--- src/hw/dlde_pkg.sv ---
// Package for the display list drawing engine: opcodes, layouts, constants
package dlde_pkg;
  localparam int ADDR_W      = 24;
  localparam int WORD_W      = 32;
  localparam int COORD_W     = 16;
  // Opcode field position in a command word
  localparam int OPC_LSB     = 28;
  localparam int OPC_W       = 4;
  // Option bit positions in a command word
  localparam int CLIP_BIT    = 27;
  localparam int DEPTH_BIT   = 26;
  // Reset values
  localparam logic [23:0] FETCH_RST = 24'h000000;
  localparam logic [15:0] COORD_RST = 16'h0000;
  // Clock rate and handshake timing
  localparam int CLK_MHZ     = 200;
  localparam int ERR_NS      = 20;
  localparam int ERR_CYC     = (ERR_NS * CLK_MHZ + 999) / 1000;

  // Command opcodes
  typedef enum logic [3:0] {
    DLDE_OP_POLY   = 4'h0,  // Four-vertex surface, rendering dest, source read
    DLDE_OP_LINE   = 4'h1,  // Line, rendering dest, no source
    DLDE_OP_WPOLY  = 4'h2,  // Work surface, work dest, binary source
    DLDE_OP_WLINE  = 4'h3,  // Work line, work dest, no source
    DLDE_OP_CPSET  = 4'h4,  // Current pointer setting
    DLDE_OP_OFFSET = 4'h5,  // Local offset setting
    DLDE_OP_SCLIPW = 4'h6,  // system_clip_cmd
    DLDE_OP_UCLIPW = 4'h7,  // user_clip_cmd
    DLDE_OP_JUMP   = 4'h8,
    DLDE_OP_CALL   = 4'h9,  // subroutine_call_cmd
    DLDE_OP_RET    = 4'ha,
    DLDE_OP_IDLE   = 4'hb,  // idle_fetch_cmd
    DLDE_OP_VSYNC  = 4'hc,  // Suspend until vertical sync
    DLDE_OP_INTR   = 4'hd,  // Interrupt and halt
    DLDE_OP_END    = 4'he
  } dlde_op_e;

  // Coordinate pair
  typedef struct packed {
    logic [15:0] x;
    logic [15:0] y;
  } dlde_xy_s;

  // Clip window in screen coordinates
  typedef struct packed {
    dlde_xy_s lo;
    dlde_xy_s hi;
  } dlde_win_s;

  // Request to the pixel pipeline
  typedef struct packed {
    dlde_op_e       op;
    logic           to_work;    // Work space destination
    logic           use_src;    // Source data referenced
    logic           src_binary; // One bit per pixel source
    logic           depth16;    // 16 bits per pixel element
    logic           clip_en;
    dlde_xy_s       render_xy;  // Rendering coordinate
    dlde_xy_s       screen_xy;  // Screen coordinate for clip test
    logic           clipped;    // Point outside the clip windows
    logic [23:0]    src_addr;   // Source top-left physical address
  } dlde_draw_s;

  // Interrupt events: one-cycle pulses, except vblank which follows vertical sync
  typedef struct packed {
    logic sync_det;
    logic frame_det;
    logic dma_end;
    logic cmd_err;
    logic vblank;
    logic cmd_end;
    logic cmd_abort;
  } dlde_irq_s;
endpackage : dlde_pkg

--- src/hw/dlde_decode.sv ---
// Per-command classification: source use and destination space
`timescale 1ns/10ps
module dlde_decode
  import dlde_pkg::*;
(
  input  wire logic [3:0] opcode,
  output logic            is_draw,
  output logic            to_work,
  output logic            use_src,
  output logic            src_binary,
  output logic            legal
);
  // Each drawing command fixes its own source and destination
  always_comb begin
    is_draw    = 1'b0;
    to_work    = 1'b0;
    use_src    = 1'b0;
    src_binary = 1'b0;
    legal      = 1'b1;
    case (dlde_op_e'(opcode))
      DLDE_OP_POLY: begin
        is_draw = 1'b1;
        use_src = 1'b1; // [RULE8]
      end
      DLDE_OP_LINE:  is_draw = 1'b1;
      DLDE_OP_WPOLY: begin
        is_draw    = 1'b1;
        to_work    = 1'b1; // [RULE8]
        use_src    = 1'b1;
        src_binary = 1'b1;
      end
      DLDE_OP_WLINE: begin
        is_draw = 1'b1;
        to_work = 1'b1;
      end
      DLDE_OP_CPSET, DLDE_OP_OFFSET, DLDE_OP_SCLIPW, DLDE_OP_UCLIPW,
      DLDE_OP_JUMP, DLDE_OP_CALL, DLDE_OP_RET, DLDE_OP_IDLE,
      DLDE_OP_VSYNC, DLDE_OP_INTR, DLDE_OP_END: legal = 1'b1;
      default: legal = 1'b0;
    endcase
  end
endmodule : dlde_decode

--- src/hw/dlde_engine.sv ---
// Display list fetch and drawing command sequencer
// How it works
// [RULE1] Screen origin top-left, X right, Y down
// [RULE2] Pixel element width selectable 16 or 8
// [RULE3] Render coordinate is screen plus command offset
// [RULE4] Clipping compares screen coordinates, not rendering
// [RULE5] Multi-valued source read from command's rectangle
// [RULE6] Binary source: address, width, height, 1bpp
// [RULE7] Work coordinate maps one-to-one, one bit
// [RULE8] Source use and destination decided per command
// [RULE9] Jump replaces display list fetch address
// [RULE10] Only one subroutine level supported
// [RULE11] Interrupt command halts and raises request
// [RULE12] Separate system and user clip windows
// [RULE13] Idle command simply fetches the next
// [RULE14] Suspend drawing until vertical sync, then resume
// [RULE15] Seven interrupt event sources provided
// [RULE16] Pointer, offset and clip setting commands accepted
// [RULE17] Return resumes after the call command
`timescale 1ns/10ps
module dlde_engine
  import dlde_pkg::*;
(
  input  wire logic              ref_clk,
  input  wire logic              reset_n,
  input  wire logic              start,        // Begin list at start_addr
  input  wire logic [ADDR_W-1:0] start_addr,
  input  wire logic              resume,       // Host releases an interrupt halt
  input  wire logic              vsync_pin,    // Vertical sync, asynchronous
  input  wire logic              frame_pin,    // Frame marker, asynchronous
  input  wire logic              dma_done,     // DMA transfer end pulse
  output logic                   mem_req,
  output logic [ADDR_W-1:0]      mem_addr,
  input  wire logic              mem_ack,
  input  wire logic [WORD_W-1:0] mem_rdata,
  output logic                   draw_valid,
  output dlde_draw_s             draw,
  input  wire logic              draw_ready,
  output dlde_irq_s              irq,
  output logic                   busy
);
  typedef enum logic [2:0] {S_IDLE, S_FETCH, S_ARG, S_EXEC, S_DRAW, S_WAITV, S_HALT}
    dlde_state_e;

  // Two-stage synchronisers for the pins
  logic [1:0] vs_sync;
  logic [1:0] fr_sync;
  logic       vs_prev;
  logic       fr_prev;
  always_ff @(posedge ref_clk or negedge reset_n) begin
    if (!reset_n) begin
      vs_sync <= 2'h0;
      fr_sync <= 2'h0;
      vs_prev <= 1'b0;
      fr_prev <= 1'b0;
    end else begin
      vs_sync <= {vs_sync[0], vsync_pin};
      fr_sync <= {fr_sync[0], frame_pin};
      vs_prev <= vs_sync[1];
      fr_prev <= fr_sync[1];
    end
  end
  logic vs_rise;
  logic fr_rise;
  assign vs_rise = vs_sync[1] & ~vs_prev;
  assign fr_rise = fr_sync[1] & ~fr_prev;

  dlde_state_e       state, next_state;
  logic [ADDR_W-1:0] pc, next_pc;
  logic [ADDR_W-1:0] ret_pc, next_ret_pc;
  logic              in_sub, next_in_sub;
  logic [WORD_W-1:0] cmd, next_cmd;
  logic [WORD_W-1:0] arg, next_arg;
  dlde_xy_s          ofs, next_ofs;
  dlde_xy_s          cur, next_cur;
  dlde_win_s         system_clip_cmd, next_system_clip_cmd;
  dlde_win_s         user_clip_cmd, next_user_clip_cmd;
  logic              depth16, next_depth16;
  dlde_draw_s        next_draw;
  logic              next_draw_valid;
  dlde_irq_s         next_irq;

  logic       is_draw, to_work, use_src, src_binary, legal;
  logic [3:0] opc;
  assign opc = cmd[OPC_LSB +: OPC_W];

  dlde_decode u_decode (
    .opcode     (opc),
    .is_draw    (is_draw),
    .to_work    (to_work),
    .use_src    (use_src),
    .src_binary (src_binary),
    .legal      (legal)
  );

  // Clip test in screen space, against both windows
  function automatic logic outside(input dlde_xy_s p, input dlde_win_s w);
    outside = (p.x < w.lo.x) || (p.x > w.hi.x) || (p.y < w.lo.y) || (p.y > w.hi.y);
  endfunction

  dlde_xy_s scr_pt;
  assign scr_pt = arg;  // Argument carries an absolute screen point [RULE1]

  // Sequencer next-state logic
  always_comb begin
    next_state      = state;
    next_pc         = pc;
    next_ret_pc     = ret_pc;
    next_in_sub     = in_sub;
    next_cmd        = cmd;
    next_arg        = arg;
    next_ofs        = ofs;
    next_cur        = cur;
    next_system_clip_cmd      = system_clip_cmd;
    next_user_clip_cmd      = user_clip_cmd;
    next_depth16    = depth16;
    next_draw       = draw;
    next_draw_valid = draw_valid & ~draw_ready;
    next_irq        = '0;
    next_irq.sync_det  = vs_rise;                // [RULE15]
    next_irq.vblank    = vs_sync[1];
    next_irq.frame_det = fr_rise;
    next_irq.dma_end   = dma_done;
    case (state)
      S_IDLE: begin
        if (start) begin
          next_pc    = start_addr;
          next_in_sub = 1'b0;
          next_state = S_FETCH;
        end
      end
      S_FETCH: begin
        if (mem_ack) begin
          next_cmd   = mem_rdata;
          next_pc    = pc + ADDR_W'(1);
          next_state = S_ARG;
        end
      end
      S_ARG: begin
        // Every command carries one argument word
        if (mem_ack) begin
          next_arg   = mem_rdata;
          next_pc    = pc + ADDR_W'(1);
          next_state = S_EXEC;
        end
      end
      S_EXEC: begin
        next_state = S_FETCH;
        if (!legal) begin
          next_irq.cmd_err   = 1'b1;
          next_irq.cmd_abort = 1'b1;
          next_state         = S_IDLE;
        end else if (is_draw) begin
          next_draw.op         = dlde_op_e'(opc);
          next_draw.to_work    = to_work;       // [RULE7]
          next_draw.use_src    = use_src;       // [RULE5]
          next_draw.src_binary = src_binary;    // [RULE6]
          next_draw.depth16    = depth16;       // [RULE2]
          next_draw.clip_en    = cmd[CLIP_BIT];
          next_draw.screen_xy  = scr_pt;
          next_draw.render_xy.x = 16'(scr_pt.x + ofs.x); // [RULE3]
          next_draw.render_xy.y = 16'(scr_pt.y + ofs.y);
          next_draw.clipped    = cmd[CLIP_BIT] &
            (outside(scr_pt, system_clip_cmd) | outside(scr_pt, user_clip_cmd)); // [RULE4]
          next_draw.src_addr   = cmd[ADDR_W-1:0];
          next_cur             = scr_pt;
          next_draw_valid      = 1'b1;
          next_state           = S_DRAW;
        end else begin
          case (dlde_op_e'(opc))
            DLDE_OP_CPSET:  next_cur = arg;                     // [RULE16]
            DLDE_OP_OFFSET: begin
              next_ofs     = arg;                               // [RULE16]
              next_depth16 = cmd[DEPTH_BIT];                    // [RULE2]
            end
            DLDE_OP_SCLIPW: next_system_clip_cmd = {cmd[15:0], 16'h0000, arg}; // [RULE12]
            DLDE_OP_UCLIPW: next_user_clip_cmd = {cmd[15:0], 16'h0000, arg}; // [RULE12]
            DLDE_OP_JUMP:   next_pc = arg[ADDR_W-1:0];          // [RULE9]
            DLDE_OP_CALL: begin
              if (in_sub) begin
                next_irq.cmd_err   = 1'b1;                      // [RULE10]
                next_irq.cmd_abort = 1'b1;
                next_state         = S_IDLE;
              end else begin
                next_ret_pc = pc;                               // [RULE17]
                next_in_sub = 1'b1;
                next_pc     = arg[ADDR_W-1:0];
              end
            end
            DLDE_OP_RET: begin
              next_pc     = ret_pc;                             // [RULE17]
              next_in_sub = 1'b0;
            end
            DLDE_OP_IDLE:  next_state = S_FETCH;                // [RULE13]
            DLDE_OP_VSYNC: next_state = S_WAITV;                // [RULE14]
            DLDE_OP_INTR: begin
              // Halt reports through the command end source, no spare bit
              next_irq.cmd_end = 1'b1;                          // [RULE11]
              next_state       = S_HALT;
            end
            DLDE_OP_END: begin
              next_irq.cmd_end = 1'b1;
              next_state       = S_IDLE;
            end
            default: next_state = S_FETCH;
          endcase
        end
      end
      S_DRAW: if (draw_ready) next_state = S_FETCH;
      S_WAITV: if (vs_rise) next_state = S_FETCH;               // [RULE14]
      S_HALT: if (resume) next_state = S_FETCH;                 // [RULE11]
      default: next_state = S_IDLE;
    endcase
  end

  // Sequencer registers
  always_ff @(posedge ref_clk or negedge reset_n) begin
    if (!reset_n) begin
      state      <= S_IDLE;
      pc         <= FETCH_RST;
      ret_pc     <= FETCH_RST;
      in_sub     <= 1'b0;
      cmd        <= '0;
      arg        <= '0;
      ofs        <= '0;
      cur        <= '0;
      system_clip_cmd      <= '0;
      user_clip_cmd      <= '0;
      depth16    <= 1'b1;
      draw       <= '0;
      draw_valid <= 1'b0;
      irq        <= '0;
    end else begin
      state      <= next_state;
      pc         <= next_pc;
      ret_pc     <= next_ret_pc;
      in_sub     <= next_in_sub;
      cmd        <= next_cmd;
      arg        <= next_arg;
      ofs        <= next_ofs;
      cur        <= next_cur;
      system_clip_cmd      <= next_system_clip_cmd;
      user_clip_cmd      <= next_user_clip_cmd;
      depth16    <= next_depth16;
      draw       <= next_draw;
      draw_valid <= next_draw_valid;
      irq        <= next_irq;
    end
  end

  // Fetch requests are combinational; the pc is the address
  assign mem_req  = (state == S_FETCH) || (state == S_ARG);
  assign mem_addr = pc;
  assign busy     = (state != S_IDLE);

  chk_jump_target: assert property (@(posedge ref_clk) disable iff (!reset_n) // [RULE9]
    (state == S_EXEC && opc == DLDE_OP_JUMP && legal) |=> pc == $past(arg[ADDR_W-1:0]))
    else $error("jump did not load fetch address");
  chk_return_point: assert property (@(posedge ref_clk) disable iff (!reset_n) // [RULE17]
    (state == S_EXEC && opc == DLDE_OP_CALL && !in_sub) |=> ret_pc == $past(pc) && in_sub)
    else $error("call did not save return point");
  chk_call_depth: assert property (@(posedge ref_clk) disable iff (!reset_n) // [RULE10]
    (state == S_EXEC && opc == DLDE_OP_CALL && in_sub) |=> state == S_IDLE && irq.cmd_err)
    else $error("nested call not refused");
  chk_intr_halt: assert property (@(posedge ref_clk) disable iff (!reset_n) // [RULE11]
    (state == S_EXEC && opc == DLDE_OP_INTR) |=> state == S_HALT && !mem_req && irq.cmd_end)
    else $error("interrupt command did not halt");
  chk_vsync_wait: assert property (@(posedge ref_clk) disable iff (!reset_n) // [RULE14]
    (state == S_WAITV && !vs_rise) |=> state == S_WAITV)
    else $error("drawing resumed before vertical sync");
  chk_idle_next: assert property (@(posedge ref_clk) disable iff (!reset_n) // [RULE13]
    (state == S_EXEC && opc == DLDE_OP_IDLE) |=> state == S_FETCH && !draw_valid [*1])
    else $error("idle command did work");
  chk_render_ofs: assert property (@(posedge ref_clk) disable iff (!reset_n) // [RULE3]
    (state == S_EXEC && is_draw) |=> draw.render_xy.x == draw.screen_xy.x + ofs.x)
    else $error("render offset wrong");
  chk_clip_screen: assert property (@(posedge ref_clk) disable iff (!reset_n) // [RULE4]
    (state == S_EXEC && is_draw && !cmd[CLIP_BIT]) |=> !draw.clipped)
    else $error("clip applied without request");
  chk_dest_space: assert property (@(posedge ref_clk) disable iff (!reset_n) // [RULE8]
    (state == S_EXEC && opc == DLDE_OP_WLINE) |=> draw.to_work && !draw.use_src)
    else $error("work line destination wrong");
endmodule : dlde_engine

--- config.mk ---
export PLATFORM = sky130hd
export DESIGN_NAME = dlde_engine
export DESIGN_NICKNAME = d
export VERILOG_FILES = /design/src/hw/dlde_pkg.sv /design/src/hw/dlde_decode.sv /design/src/hw/dlde_engine.sv
export SDC_FILE = /design/constraint.sdc
export NUM_CORES = 1
export LEC_CHECK = 0
export ABC_AREA = 1
export BUFFER_PORTS_ARGS = -buffer_cell sky130_fd_sc_hd__buf_2
export CAP_MARGIN = 20
export CORE_MARGIN = 2
export CORE_UTILIZATION = 40
export CTS_BUF_LIST = sky130_fd_sc_hd__clkbuf_8
export CTS_CLUSTER_DIAMETER = 100
export DETAILED_ROUTE_END_ITERATION = 10
export SYNTH_ARGS = -nofsm -noshare
export SYNTH_HDL_FRONTEND = slang
export SYNTH_SLANG_ARGS = --single-unit
--- constraint.sdc ---
create_clock -name ref_clk -period 2.4 [get_ports ref_clk]
set_clock_uncertainty 0.05 [all_clocks]
set_input_delay 0.72 -clock ref_clk [delete_from_list [all_inputs] [get_ports ref_clk]]
set_output_delay 0.72 -clock ref_clk [all_outputs]
set_load 0.01 [all_outputs]
==> metrics, run 1 <==
Final Max Slew Viols=0; GP Congestion=between 0.8 and 0.9; Mapped Nets=approximately 2400; Worst Max-Slew Pin Slew=between 0.6 and 0.7 ns; IO Count=approximately 200; Worst Setup End Kind=output port; global route overflow=0; Via density=around 5.0; initial drt markers=roughly 1000; die height=around 220 um; Tot GR Track Use=a little under a quarter; worst reg2reg startpoint=arg[22]$_DFFE_PN0P_; largest net degree at the start of global routing=slightly below 100; Root Driver=clkbuf_8; final worst-path cycle share=between 90% and 100%; Max Cap Violations=0; Mapped Cells=between 2000 and 2500; Tmin final=approximately 2.3 ns; Reg2Reg Depth=9; vias in the first global route=between 15000 and 20000; status=completed; Hold/Removal Path Class=primary input to register; DR vias=approximately 15000; Peak Freq=between 0.4 and 0.5 GHz; Main synth FF type=dfrtp_1; CTS tree=done; Synth Area per Inst=approximately 8.3 sq um; final hold violations=0; WL/cell=17.43 um; worst hold slack=~0.16 ns; clk sinks=353; Leak=10.76 nW; post-synthesis cell type count=roughly 50; Row Count=between 70 and 80; Async SR Flop Fraction=between 90% and 100%; Core Footprint=roughly 44000 sq um; Detailed Place HPWL=~40 mm; FF+latch count, synth=about 350; Routed WL=52.87 mm; initial core utilization=between 40% and 50%; I/O Buffers=around 200; post-synthesis cell area=around 18000 sq um; DRT Pass-1 Iters=5; first-pass GRT wire length=between 80 and 90 mm; clock buffer depth=3; worst r2r dst=draw[88]$_DFFE_PN0P_; clock slew at reported path FFs=around 0.06 ns; worst setup path end=mem_req; Worst EP arrival=approximately 1.6 ns; total power=29.72 mW; unrepaired setup endpoints after global routing=no; critical path launch point type=register; YS warnings=0; setup_tns=0 ns; Max transition margin=~56%; Final ANT Viol Nets=0; # setup viols final=0; critical path required time=about 1.6 ns; CP startpoint=state[1]$_DFFE_PN0P_; Clock Latency Late Sink=~0.63 ns; fin nets=between 2000 and 3000; CTS Buf Count=between 60 and 70; drt drc=0; number of flops mapped to enable cells by yosys=0; H-tree depth=3; CP Class=register to output port; reg2reg setup slack=around 0.21 ns; PwrDens=1409 nW/um^2; Seq/Total Area, Yosys=49.33%; initial antenna violation count=0; Syn-to-layout area delta=17.79%; CP Max Fanout=5; Die X=215.6 um; share of layout cells above drive strength 1=15.03%; Die ar.=about 46000 sq um; VDD IR max=689.2 uV
## through the flow
stage	instance area, sq um	worst slack, ns	instances	util, %
global placement	19790	0.1511	2914	44.75
floorplan	17910	0.3868	2160	-
detailed placement	19790	0.1698	2914	44.75
CTS	21070	0.007137	3031	47.64
global route	21090	0.01573	3033	47.70
finish	21100	0.08412	3034	47.70
## power breakdown
part / leakage, nW / switching [mW] / internal [mW]
registers: 4.59 / 2.03 / 8.43
clock network: 0.728 / 2.60 / 2.95
logic: 5.45 / 8.61 / 5.09
## how the worst min path moves through the flow
| stage | from | to | slack, ns | cells after the start |
|---|---|---|---|---|
| floorplan | fr_sync[0]$_DFF_PN0_ | fr_sync[1]$_DFF_PN0_ | 0.28 | 0 |
| global placement | vs_sync[0]$_DFF_PN0_ | vs_sync[1]$_DFF_PN0_ | 0.29 | 0 |
| detailed placement | fr_sync[0]$_DFF_PN0_ | fr_sync[1]$_DFF_PN0_ | 0.29 | 0 |
| CTS | frame_pin | fr_sync[0]$_DFF_PN0_ | 0.10 | 1 |
| global route | vsync_pin | vs_sync[0]$_DFF_PN0_ | 0.13 | 1 |
| finish | dma_done | irq[4]$_DFF_PN0_ | 0.16 | 1 |
## critical path: stages (launching register included)
cell,delay [ns]
dfrtp_2,0.45
nor2_4,0.16
nor2_4,0.06
nand2_4,0.09
inv_2,0.04
buf_2,0.13
## repair_timing
action,4_1_cts,5_1_grt
hold buffers,1,0
endpoints found under the hold margin,24,0
pin swaps,1,2
endpoints found under the setup margin,1,3
gates resized for setup,5,4
buffers inserted,2,2
## cell usage in the layout, fill, tap and decap left out, types with 3 or more instances in the layout
| master | n |
|---|---|
| clkbuf_8 | 75 |
| mux2_2 | 4 |
| nand2_1 | 583 |
| buf_2 | 195 |
| xnor2_1 | 9 |
| nand3_1 | 54 |
| inv_2 | 4 |
| o211ai_1 | 3 |
| ha_1 | 125 |
| dfrtp_2 | 3 |
| o21ai_0 | 335 |
| inv_1 | 297 |
| a22oi_1 | 4 |
| a41oi_1 | 7 |
| nor3_2 | 3 |
| nand2_2 | 3 |
| buf_4 | 39 |
| dfrtp_1 | 349 |
| o21a_1 | 4 |
| nor2_4 | 3 |
| a21o_1 | 4 |
| nor2_2 | 3 |
| clkinvlp_4 | 5 |
| nor2_1 | 98 |
| or2_2 | 5 |
| o21ai_1 | 4 |
| a21oi_1 | 115 |
| buf_12 | 12 |
| nand4_1 | 12 |
| o21bai_1 | 8 |
| xor2_1 | 11 |
| a31oi_1 | 14 |
| nand3_2 | 3 |
| nor3_1 | 19 |
## cell families (layout without fill, tap and decap cells)
logic type	Yosys count	in the layout	share of synthesized area [%]
multiplexers	4	4	0.2515
buffers and inverters	355	636	7.790
AO/OA/AOI/OAI	504	504	14.74
adder cells (fa/ha/maj)	127	127	8.956
AND/OR/NAND/NOR	797	797	17.95
XOR/XNOR	20	20	0.9781
other	0	1	0
flip-flops	353	353	49.33
## sequential cells by signal, summed over array words and instances, names as in the netlist
| signal | count |
|---|---|
| arg | 32 |
| ofs | 32 |
| cmd | 30 |
| draw | 98 |
| draw_valid | 1 |
| vs_sync | 2 |
| ret_pc | 24 |
| system_clip_cmd | 48 |
| mem_addr | 24 |
| fr_prev | 1 |
| in_sub | 1 |
| user_clip_cmd | 48 |
| depth16 | 1 |
| state | 3 |
| irq | 6 |
| fr_sync | 2 |
## area by class of cell
type / instances / area (sq um)
multi-input cells: 1452 / 7715
clock buffers: 75 / 1032
fillers: 4361 / 23130
diodes: 1 / 2.502
well taps: 592 / 740.7
clock inverters: 39 / 201.4
flip-flops and latches: 353 / 8838
repair buffers: 248 / 1534
inverters: 274 / 1031
## Yosys cell counts (14+ instances only)
cell,n,area share (%)
inv_1,268,5.6
a21oi_1,115,3.2
clkbuf_1,47,0.99
nor3_1,21,0.59
o21ai_0,335,9.4
dfrtp_1,352,49
nor2_1,98,2.1
a31oi_1,14,0.49
buf_2,24,0.67
nand2_1,585,12
ha_1,125,8.7
nand3_1,54,1.5
## per-layer routing
layer  share of wire (%)  up-vias  routed length, um  track usage [%]
met5                   0        -                  0                0
met4                 3.0        0               1589            8.414
met3                 4.7       98               2486            3.481
met2                  49      394              26000            39.96
met1                  43     7106              22790            29.53
li1                    -     7510                  -                -
(Power assumes the default switching activity.)
==> inputs of run 2 (changes only) <==
SLEW_MARGIN = 20   (was not set)
clock period = 1.9 ns   (was 2.4 ns; I/O delays follow)
==> run 2 against run 1 <==
Net effect:
- die area did not move
- global-route usage grew 0.71 points
- combinational power grew 73%
- largest power group unchanged
- critical path depth unchanged
- final cell count increased by 5.4%
- the flow now finishes with violations (setup timing)
- non-clock buffer count grew 163
- sequential power up 29%
- count of clock-buffer cells in the layout rose by 3
- critical path type unchanged
- wire length rose by 14%
==> metrics, run 2 (synthesized netlist as in run 1, its figures left out) <==
status=complete, but fails checks; failing checks=setup timing; worst hold slack=around 0.18 ns; first-pass GRT wire length=87.11 mm; final worst-path cycle share=113.7%; final core utilization=a little over half; setup_tns=-1.817 ns; I/O Buffers=~200; CTS tree=done; Worst path max stage delay=approximately 0.44 ns; GR peak layer=met2; H-tree depth=3; CP Max Fanout=5; critical path launch point type=register; global route overflow=0; Tmin final=about 2.2 ns; Crit-path slowest cell=dfrtp_2; Cells after DPL=roughly 3000; largest reg by FF count=draw; clock buffer depth=3; critical path required time=about 1.3 ns; Die ar.=approximately 46000 sq um; final hold violations=0; Worst Setup End Kind=output port; Root Driver=clkbuf_8; clk sinks=353; die height=around 220 um; unrepaired setup endpoints after global routing=yes; DRT Pass-1 Iters=5; met3 Use GR=4.369%; Routed WL=about 60 mm; commonest non-fill, non-tap cell in the layout=nand2_1; Detailed Place HPWL=40.78 mm; fin nets=2753; Core Footprint=about 44000 sq um; initial antenna violation count=0; Via density=5.064; Syn-to-layout area delta=34.55%; Max Cap Violations=0; biggest regs=draw x98, system_clip_cmd x48, user_clip_cmd x48; max reg flops=~100; CTS Buf Count=67; Worst Max-Slew Pin Slew=around 0.43 ns; IO Count=between 150 and 200; GP Congestion=0.8868; initial drt markers=about 1200; Die X=between 200 and 250 um; met1 usage=between 20% and 30%; most frequent CP cell=nor2_4; DP Area=between 20000 and 25000 sq um; Row Count=a little under 80; Clock Latency Late Sink=~0.62 ns; Peak Freq=0.4627 GHz; clock slew at reported path FFs=0.06 ns; total power=about 44 mW; Final ANT Viol Nets=0; most frequent cells in the layout=554 x nand2_1, 313 x o21ai_0, 312 x dfrtp_1; vias in the first global route=roughly 16000; Final Max Slew Viols=0; PwrDens=between 1500 and 2000 nW/um^2; Leak=about 12 nW; VDD IR max=approximately 1000 uV; Hold/Removal Path Class=primary input to register; Worst EP arrival=between 1.5 and 2 ns; share of layout cells above drive strength 1=between 20% and 30%; Tot GR Track Use=a little under a quarter; Setup WS pre-CTS=-0.2361 ns; largest net degree at the start of global routing=75; initial core utilization=40.50%; met2 Use GR=41.40%; Ant. Diodes=0; WL/cell=between 15 and 20 um; CP Class=register to output port; drt drc=0; final instance area=24100 sq um; # setup viols final=38; Final WS setup=-0.2612 ns; DR vias=16200; Layout Cells excl Fill=between 3000 and 4000; worst-path cell chain=nor2_4 > nor2_4 > nand2_4 > inv_2 > buf_6; Max transition margin=between 70% and 80%; fillers=about 4100
==> run 2: power breakdown <==
group,leakage (nW),switching (mW),internal (mW)
Combinational,6.57,13.4,10.3
Clock,0.742,3.32,3.86
Sequential,4.54,2.74,10.7
==> run 2: path summary, 6_finish.rpt <==
| kind | start | endpoint | slack (ns) | cells after the start |
|---|---|---|---|---|
| min in group asynchronous | reset_n | user_clip_cmd[56]$_DFFE_PN0P_ | 0.37 | 2 |
| setup / recovery | state[0]$_DFFE_PN0P_ | mem_req | -0.26 | 5 |
| hold reg to reg | vs_sync[0]$_DFF_PN0_ | vs_sync[1]$_DFF_PN0_ | 0.30 | 0 |
| hold / removal | start_addr[0] | mem_addr[0]$_DFFE_PN0P_ | 0.18 | 3 |
| setup reg to reg | state[0]$_DFFE_PN0P_ | draw[70]$_DFFE_PN0P_ | -0.11 | 12 |
| max in group asynchronous | reset_n | mem_addr[19]$_DFFE_PN0P_ | 0.64 | 3 |
==> run 2: area by class of cell <==
cell class	instances	area [sq um]	share of cell area, %
sequential	353	8885	36.87
clock inverter	37	192.7	0.7996
clock buffer	78	1074	4.455
inverter	274	1055	4.377
tap	592	740.7	3.074
timing repair inverter	2	32.53	0.1350
timing repair buffer	411	3291	13.66
multi-input combinational	1452	8827	36.63
==> run 2: worst max-delay path, delay by kind of cell, from the launching register on <==
family,cells,cell delay [ns]
AND/OR/NAND/NOR,3,0.32
buffers and inverters,2,0.16
flip-flops,1,0.44
==> run 2: metal layers <==
| layer | up-vias | part of all wire [%] |
|---|---|---|
| li1 | 7839 | - |
| met1 | 7788 | 42 |
| met2 | 451 | 50 |
| met3 | 123 | 5.3 |
| met4 | 0 | 3.3 |
| met5 | - | 0 |
==> run 2: timing repair <==
action / in CTS / in global routing
cloned: 0 / 17
endpoints found under the hold margin: 27 / 0
pin swaps: 40 / 61
setup endpoints to repair: 30 / 112
buffers inserted: 21 / 26
hold buffers: 4 / 0
resized for setup: 106 / 210
